==> src/logic/cblnu_pkg.sv <==
// Purpose: Shared constants for the conditional branch less/not-equal unit
// Assumes: 24-bit instruction words in the low bits of the instruction input
// Notes: Opcode patterns are held here so decode and checks agree
package cblnu_pkg;
   localparam int unsigned CBLNU_XLEN = 32;
   localparam int unsigned CBLNU_CLK_MHZ = 40;
   // Instruction field positions
   localparam int unsigned CBLNU_OP0_LSB = 0;
   localparam int unsigned CBLNU_T_LSB = 4;
   localparam int unsigned CBLNU_S_LSB = 8;
   localparam int unsigned CBLNU_R_LSB = 12;
   localparam int unsigned CBLNU_OFS8_LSB = 16;
   localparam int unsigned CBLNU_OFS12_LSB = 12;
   localparam logic [3:0] CBLNU_OP0_TWO_REG_OFFSET_FORMAT = 4'h7;
   localparam logic [3:0] CBLNU_OP0_BRI = 4'h6;
   // Two-register forms: r field selects the test
   localparam logic [3:0] CBLNU_R_SLT = 4'h2;
   localparam logic [3:0] CBLNU_R_ULT = 4'h3;
   localparam logic [3:0] CBLNU_R_NALL = 4'hC;
   localparam logic [3:0] CBLNU_R_NE = 4'h9;
   // Register-constant forms: bits 7..4 select the test
   localparam logic [3:0] CBLNU_T_SLTI = 4'hA;
   localparam logic [3:0] CBLNU_T_ULTI = 4'hB;
   localparam logic [3:0] CBLNU_T_NEI = 4'h6;
   localparam logic [3:0] CBLNU_T_LTZ = 4'h9;
   localparam logic [31:0] CBLNU_SEQ_STEP = 32'h0000_0003;
   localparam logic [31:0] CBLNU_BR_BIAS = 32'h0000_0004;
   localparam logic [1:0] CBLNU_RST_SYNC = 2'h0;
   typedef enum logic [2:0] {
      CBLNU_OP_NONE = 3'b000,
      CBLNU_OP_SLT = 3'b001,
      CBLNU_OP_SLTI = 3'b010,
      CBLNU_OP_ULT = 3'b011,
      CBLNU_OP_ULTI = 3'b100,
      CBLNU_OP_LTZ = 3'b101,
      CBLNU_OP_NALL = 3'b110,
      CBLNU_OP_NE = 3'b111
   } cblnu_op_t;
endpackage

==> src/logic/cblnu_decode.sv <==
// Purpose: Pattern decode of the branch group
// Assumes: Instruction word in bits 23..0
// Notes: Purely combinational
`timescale 1ns/1ps
module cblnu_decode
   import cblnu_pkg::*;
(
   // Instruction
   input wire logic [23:0] insn,
   // Decoded
   output cblnu_pkg::cblnu_op_t op,
   output logic differs_const,
   output logic wide_offset
);
   import cblnu_pkg::*;
   logic [3:0] op0;
   logic [3:0] fld_t;
   logic [3:0] fld_r;
   assign op0 = insn[CBLNU_OP0_LSB +: 4];
   assign fld_t = insn[CBLNU_T_LSB +: 4];
   assign fld_r = insn[CBLNU_R_LSB +: 4];
   always_comb begin
      op = CBLNU_OP_NONE;
      differs_const = 1'b0;
      if (op0 == CBLNU_OP0_TWO_REG_OFFSET_FORMAT) begin // RULE14
         case (fld_r)
            CBLNU_R_SLT: op = CBLNU_OP_SLT;
            CBLNU_R_ULT: op = CBLNU_OP_ULT;
            CBLNU_R_NALL: op = CBLNU_OP_NALL;
            CBLNU_R_NE: op = CBLNU_OP_NE;
            default: op = CBLNU_OP_NONE;
         endcase
      end else if (op0 == CBLNU_OP0_BRI) begin // RULE14
         case (fld_t)
            CBLNU_T_SLTI: op = CBLNU_OP_SLTI;
            CBLNU_T_ULTI: op = CBLNU_OP_ULTI;
            CBLNU_T_LTZ: op = CBLNU_OP_LTZ;
            CBLNU_T_NEI: begin
               op = CBLNU_OP_NE;
               differs_const = 1'b1;
            end
            default: op = CBLNU_OP_NONE;
         endcase
      end
   end
   assign wide_offset = (op == CBLNU_OP_LTZ);
endmodule // cblnu_decode

==> src/logic/cblnu_target.sv <==
// Purpose: Taken-target adder for short and wide offsets
// Assumes: Offsets are two's complement
// Notes: Combinational
`timescale 1ns/1ps
module cblnu_target
   import cblnu_pkg::*;
(
   // Inputs
   input wire logic [31:0] pc,
   input wire logic [23:0] insn,
   input wire logic wide_offset,
   // Result
   output logic [31:0] target
);
   import cblnu_pkg::*;
   logic [31:0] ofs;
   always_comb begin
      if (wide_offset) begin
         ofs = {{20{insn[23]}}, insn[CBLNU_OFS12_LSB +: 12]}; // RULE8
      end else begin
         ofs = {{24{insn[23]}}, insn[CBLNU_OFS8_LSB +: 8]}; // RULE2
      end
   end
   assign target = pc + ofs + CBLNU_BR_BIAS;
endmodule // cblnu_target

==> src/logic/cblnu_unit.sv <==
// Purpose: Condition evaluation and next-PC selection for the branch group
// Assumes: Register values are supplied in the same cycle as the instruction
// Notes: One-cycle latency from issue to result
`timescale 1ns/1ps
// Contract
// RULE1: Signed register less-than branch taken when first below second.
// RULE2: Short-offset target is pc plus sign-extended 8-bit offset plus four.
// RULE3: False condition goes to next sequential instruction.
// RULE4: Signed const less-than uses signed table indexed by r.
// RULE5: Unsigned register less-than compares zero-extended operands.
// RULE6: Unsigned const less-than uses separate unsigned table.
// RULE7: Negative branch taken exactly when bit 31 set.
// RULE8: Negative branch target uses sign-extended 12-bit offset plus four.
// RULE9: Not-all-set branch taken when mask and inverted value nonzero.
// RULE10: Not-all-set falls through when all masked bits are set.
// RULE11: Register differ branch taken when the two values differ.
// RULE12: Differ-const branch compares against signed table entry.
// RULE13: Each condition has an exact complement counterpart. The code decodes no complement forms; a false condition only falls through.
// RULE14: Decode from fixed opcode patterns and format positions.
// RULE15: Both constant tables are parameters.
module cblnu_unit
   import cblnu_pkg::*;
#(
   parameter logic [15:0][31:0] SIGNED_TABLE = '0,
   parameter logic [15:0][31:0] UNSIGNED_TABLE = '0
)(
   // Clock and reset
   input wire logic core_clk,
   input wire logic reset_n,
   // Issue
   input wire logic issue_valid,
   input wire logic [23:0] insn,
   input wire logic [31:0] pc,
   input wire logic [31:0] first_reg,
   input wire logic [31:0] second_reg,
   // Result
   output logic result_valid,
   output logic is_branch,
   output logic taken,
   output logic [31:0] next_pc_out
);
   import cblnu_pkg::*;
   logic [1:0] rst_sync;
   logic rst_n_int;
   cblnu_op_t op;
   logic differs_const;
   logic wide_offset;
   logic [31:0] target;
   logic [31:0] s_const;
   logic [31:0] u_const;
   logic cond;
   logic [3:0] fld_r;

   function automatic logic in_group(cblnu_op_t o);
      return o != CBLNU_OP_NONE;
   endfunction

   always_ff @(posedge core_clk or negedge reset_n) begin
      if (!reset_n) begin
         rst_sync <= CBLNU_RST_SYNC;
      end else begin
         rst_sync <= {rst_sync[0], 1'b1};
      end
   end
   assign rst_n_int = rst_sync[1];

   cblnu_decode u_dec (
      .insn(insn),
      .op(op),
      .differs_const(differs_const),
      .wide_offset(wide_offset)
   );

   cblnu_target u_tgt (
      .pc(pc),
      .insn(insn),
      .wide_offset(wide_offset),
      .target(target)
   );

   assign fld_r = insn[CBLNU_R_LSB +: 4];
   assign s_const = SIGNED_TABLE[fld_r]; // RULE15
   assign u_const = UNSIGNED_TABLE[fld_r]; // RULE15

   // Taken conditions; no inverse group is decoded, a false condition selects fall-through
   always_comb begin
      case (op)
         CBLNU_OP_SLT: cond = $signed(first_reg) < $signed(second_reg); // RULE1
         CBLNU_OP_SLTI: cond = $signed(first_reg) < $signed(s_const); // RULE4
         CBLNU_OP_ULT: cond = first_reg < second_reg; // RULE5
         CBLNU_OP_ULTI: cond = first_reg < u_const; // RULE6
         CBLNU_OP_LTZ: cond = first_reg[31]; // RULE7
         CBLNU_OP_NALL: cond = |(second_reg & ~first_reg); // RULE9 RULE10
         CBLNU_OP_NE: cond = differs_const ? (first_reg != s_const) // RULE12
                                           : (first_reg != second_reg); // RULE11 RULE13
         default: cond = 1'b0;
      endcase
   end

   always_ff @(posedge core_clk or negedge reset_n) begin
      if (!reset_n) begin
         result_valid <= 1'b0;
      end else if (!rst_n_int) begin
         result_valid <= 1'b0;
      end else begin
         result_valid <= issue_valid;
      end
   end

   always_ff @(posedge core_clk or negedge reset_n) begin
      if (!reset_n) begin
         is_branch <= 1'b0;
         taken <= 1'b0;
         next_pc_out <= '0;
      end else if (!rst_n_int) begin
         is_branch <= 1'b0;
         taken <= 1'b0;
         next_pc_out <= '0;
      end else if (issue_valid) begin
         is_branch <= in_group(op);
         taken <= in_group(op) && cond;
         if (in_group(op) && cond) begin
            next_pc_out <= target; // RULE2 RULE8
         end else begin
            next_pc_out <= pc + CBLNU_SEQ_STEP; // RULE3
         end
      end
   end
endmodule // cblnu_unit

==> config.mk <==
export PLATFORM = sky130hd
export DESIGN_NAME = cblnu_unit
export DESIGN_NICKNAME = d
export VERILOG_FILES = /design/src/logic/cblnu_pkg.sv /design/src/logic/cblnu_decode.sv /design/src/logic/cblnu_target.sv /design/src/logic/cblnu_unit.sv
export SDC_FILE = /design/constraint.sdc
export NUM_CORES = 1
export LEC_CHECK = 0
export BUFFER_PORTS_ARGS = -buffer_cell sky130_fd_sc_hd__buf_2
export CAP_MARGIN = 5
export CORE_ASPECT_RATIO = 1.2
export CORE_MARGIN = 4
export CORE_UTILIZATION = 35
export CTS_CLUSTER_DIAMETER = 50
export DETAILED_ROUTE_END_ITERATION = 6
export PLACE_DENSITY_LB_ADDON = 0.25
export SLEW_MARGIN = 20
export SYNTH_ARGS = -nofsm -noshare
export SYNTH_HDL_FRONTEND = slang
export SYNTH_SLANG_ARGS = --single-unit
==> constraint.sdc <==
create_clock -name core_clk -period 3.8 [get_ports core_clk]
set_input_delay 0.38 -clock core_clk [delete_from_list [all_inputs] [get_ports core_clk]]
set_output_delay 0.38 -clock core_clk [all_outputs]
set_load 0.1 [all_outputs]
==> flow_results.org <==
** Clock tree
- Hold repair after CTS inserted 0 buffers.
- TritonCTS built the clock tree.
- Clock root buffer :: clkbuf_16
- For this design, the sink count on the clock tree is 37.
- CTS built an H-tree with a depth of 2.
- Latest clock arrival within the worst-skew pair :: 290 ps
- CTS buffer count :: 5
- Clock Tree Buf Depth :: 2
- Clock transition at the registers of the reported paths :: roughly 70 ps

** Yosys
- For this run, the register share of the synthesized area comes to 0.1531.
- During synthesis, Yosys emitted a total of 0 warnings.
- Number of instances in the synthesized netlist :: 770
- Cell type with the largest total area after synthesis :: ha_1
- Number of flops mapped to enable cells by yosys :: 0
- Synthesis produced a netlist with a net count of 1020.
- Flops & latches, synth :: 37
- The synthesized netlist occupies a cell area of 0.006046 mm2.
- Post-synth top area share :: 0.2608
- The netlist uses 67 different library cells.
- By area the synthesized netlist is led by ha_1, dfrtp_1, nand2_1.
- Most frequently used cell type in the post-synthesis netlist :: ha_1
- Averaged over all synthesized cells, the footprint is 7.852 um2.
- Synth async-reset ratio :: 1.000
- Leading cell types by count after synthesis :: ha_1, nand2_1, inv_1
- The most used flip-flop cell after synthesis is dfrtp_1.

** Run
- The tool flagged a number of max-cap violations equal to 0.

** Routing
- In the routed design, unresolved DRC markers number 0.
- Detailed routing inserted a total of 6187 vias.
- Once detail routing completed, the nets flagged for antenna violations numbered 0.
- Routed via count divided by cell count :: 5.279
- Detailed-routing iteration count for the pre-antenna-repair pass :: 5
- Wires add up to 18370 um.
- Average wire per cell in the routed design :: 15.68 um
- Violation count after the first detailed-route iteration :: 222

** Power and ir drop
- VDD sags by at most 0.1752 mV.
- Power Density :: between 200 and 300 mW/mm2
- Leakage power :: 3.926 nW
- Total power for the finished layout comes to 1.905 mW.

** STA
- The tightest hold path in the finished design has a slack of 240.8 ps.
- Setup violations remaining at the end of the flow were counted as 0.
- For the final database, setup skew stands at 11.17 ps.
- The total count of max-transition violations in the final report came to 0.
- The final hold violation count came to 0.
- Based on the critical path, the design can be clocked at up to 284.9 MHz.
- For the pin with the worst max-slew slack, the measured transition is 960.3 ps.
- Max-slew headroom at the worst pin :: 0.3598
- In the post-route analysis, the smallest setup slack over all paths is approximately 290 ps.
- Setup repair after global routing left no endpoint under its margin.
- Final period demand of the worst path :: between 3000 and 4000 ps
- In the final timing run, aggregate negative setup slack is 0 ps.
- Of the available clock period, the critical path in the final layout requires 0.9238.

** Global route
- Total gr overflow :: 0
- Largest net degree at the start of global routing :: 38
- In the global route stage, overall resource usage came out at 0.1807.
- The number of global-route vias before repair was between 6000 and 7000.
- Antenna violations before repair :: 1
- The first global-routing pass estimated 29200 um of wire.

** Worst setup path
- Data arrival at the endpoint of the critical path :: 3670 ps
- Register-to-Register Path Depth :: 6
- Family with the most delay on the worst path :: simple AND/OR/NAND/NOR gates
- Worst R2R Start :: rst_sync[1]$_DFF_PN0_
- Slowest stage cell on the critical path :: or3_4
- Startpoint kind of the worst setup timing path :: input pin
- Walking the worst path, the cells encountered are buf_2 > inv_1 > nand4b_1 > or3_4 > nand2_1 > nand2_1 > ha_1 > ha_1 > fa_1 > a21oi_2 > nand4b_1 > nand3_1 > nand4_1 > nand3_1 > a41oi_1 > a2111oi_0 > buf_4 > a221o_1.
- Worst-path maximum fanout :: 8
- Stage delay of the slowest cell on the critical path :: 410 ps
- The worst setup path is captured at a flip-flop.
- In this run the critical register-to-register path is captured at next_pc_out[29]$_DFFE_PN0P_.
- Worst reg2reg setup slack :: 1700 ps
- Critical path data required time :: 3960 ps
- Classification of the worst setup path :: in2reg
- Total buffers and inverters traversed by the critical path :: 3

** Die
- Die Wd :: roughly 130 um
- The initial utilization of the core area, before any placement, comes to 0.3574.
- Measured along the y axis, the die boundary spans 152.0 um.
- After floorplanning, the core was divided into 52 placement rows.
- The floorplan step defined a core boundary enclosing 0.01692 mm2.
- Number of ports placed on the die boundary :: 158
- Die area :: just under 0.02 mm2

** Cells and area
- Once layout is complete, the utilization of the core stands at 0.4450.
- In the final design database the tool counted between 1000 and 1500 nets.
- Area growth from synthesis to final layout :: 24.52%
- The filler cells instantiated in the layout total roughly 1800.
- Of the cells placed in the final design, the portion with a size suffix greater than 1 is 0.2346.

** Placed design
- Worst slack at placement :: -196.5 ps
- The congestion estimate from routability-driven global placement came to ~0.90.
- Count of input and output buffers :: between 150 and 200
- The HPWL after detailed placement is 15570 um.

** Outcome
- Run status :: finished clean

** Worst hold path
- Type of the worst min-delay path :: in2async
==> worst max path at each step <==
| stage | from | endpoint | slack [ps] | cells past startpoint |
|---|---|---|---|---|
| finish | insn[6] | next_pc_out[25]$_DFFE_PN0P_ | 290 | 18 |
| global route | insn[3] | next_pc_out[25]$_DFFE_PN0P_ | 20 | 19 |
| detailed placement | insn[6] | next_pc_out[30]$_DFFE_PN0P_ | -200 | 17 |
| CTS | insn[6] | next_pc_out[30]$_DFFE_PN0P_ | 70 | 17 |
| floorplan | insn[3] | next_pc_out[15]$_DFFE_PN0P_ | 130 | 15 |
| global placement | insn[3] | next_pc_out[24]$_DFFE_PN0P_ | -180 | 16 |
==> kinds of logic (layout without fill, tap and decap cells) <==
family,count (synthesis),after routing,synth area share
XOR/XNOR,58,58,0.08402
other,1,2,0.0006203
AO/OA/AOI/OAI,181,181,0.2051
buffers and inverters,109,294,0.07181
AND/OR/NAND/NOR,251,251,0.2113
multiplexers,6,6,0.009934
adder cells (fa/ha/maj),127,127,0.2641
flip-flops,37,37,0.1531
==> sequential cells by signal, summed over array words and instances, names as in the netlist <==
name	flops
result_valid	1
taken	1
rst_sync	2
next_pc_out	32
is_branch	1
==> per-stage QoR <==
| step | std cells | cell area, um2 |
|---|---|---|
| 6_report | 1172 | 7528 |
| 5_1_grt | 1171 | 7526 |
| 3_3_place_gp | 1164 | 7362 |
| 4_1_cts | 1171 | 7508 |
| 2_1_floorplan | 770 | 6046 |
| 3_5_place_dp | 1164 | 7362 |
==> final cells by class <==
| class | count | area [um2] | area share |
|---|---|---|---|
| antenna | 1 | 2.502 | 0.0003324 |
| multi-input combinational | 624 | 4715 | 0.6262 |
| inverter | 84 | 315.3 | 0.04188 |
| clock buffer | 6 | 138.9 | 0.01845 |
| tap | 216 | 270.3 | 0.03590 |
| clock inverter | 1 | 7.507 | 0.0009972 |
| sequential | 37 | 925.9 | 0.1230 |
| timing repair buffer | 203 | 1154 | 0.1532 |
==> power breakdown <==
part           internal [mW]  total (mW)  switching (mW)
clock                  0.258       0.428           0.170
sequential             0.421       0.438          0.0172
combinational          0.381        1.04           0.658
total                   1.06        1.90           0.846
==> what timing repair did <==
action,4_1_cts,5_1_grt
setup buffers,0,0
gates resized for setup,0,4
setup endpoints to repair,0,9
==> cell usage in the layout (no fill, tap or decap), drive strengths merged, types with 12 or more instances in the layout <==
cell type  netlist  final
xnor2           31     31
nand3           26     26
nor4            19     19
nor3            24     24
nand2           85     85
buf              8    203
o21ai           42     42
a21o            14     14
ha             126    126
inv             83     83
nand4           23     23
xor2            27     27
dfrtp           37     37
nor2            27     27
a21oi           40     40
and3            12     12
==> metal layers <==
| layer | GRT usage | wire length, um | vias to the layer above |
|---|---|---|---|
| met5 | 0 | 13 | - |
| met4 | 0.05460 | 554 | 2 |
| met3 | 0.02739 | 934 | 33 |
| met2 | 0.3268 | 9042 | 170 |
| met1 | 0.2177 | 7828 | 2819 |
| li1 | - | - | 3163 |
(Power assumes the default switching activity.)
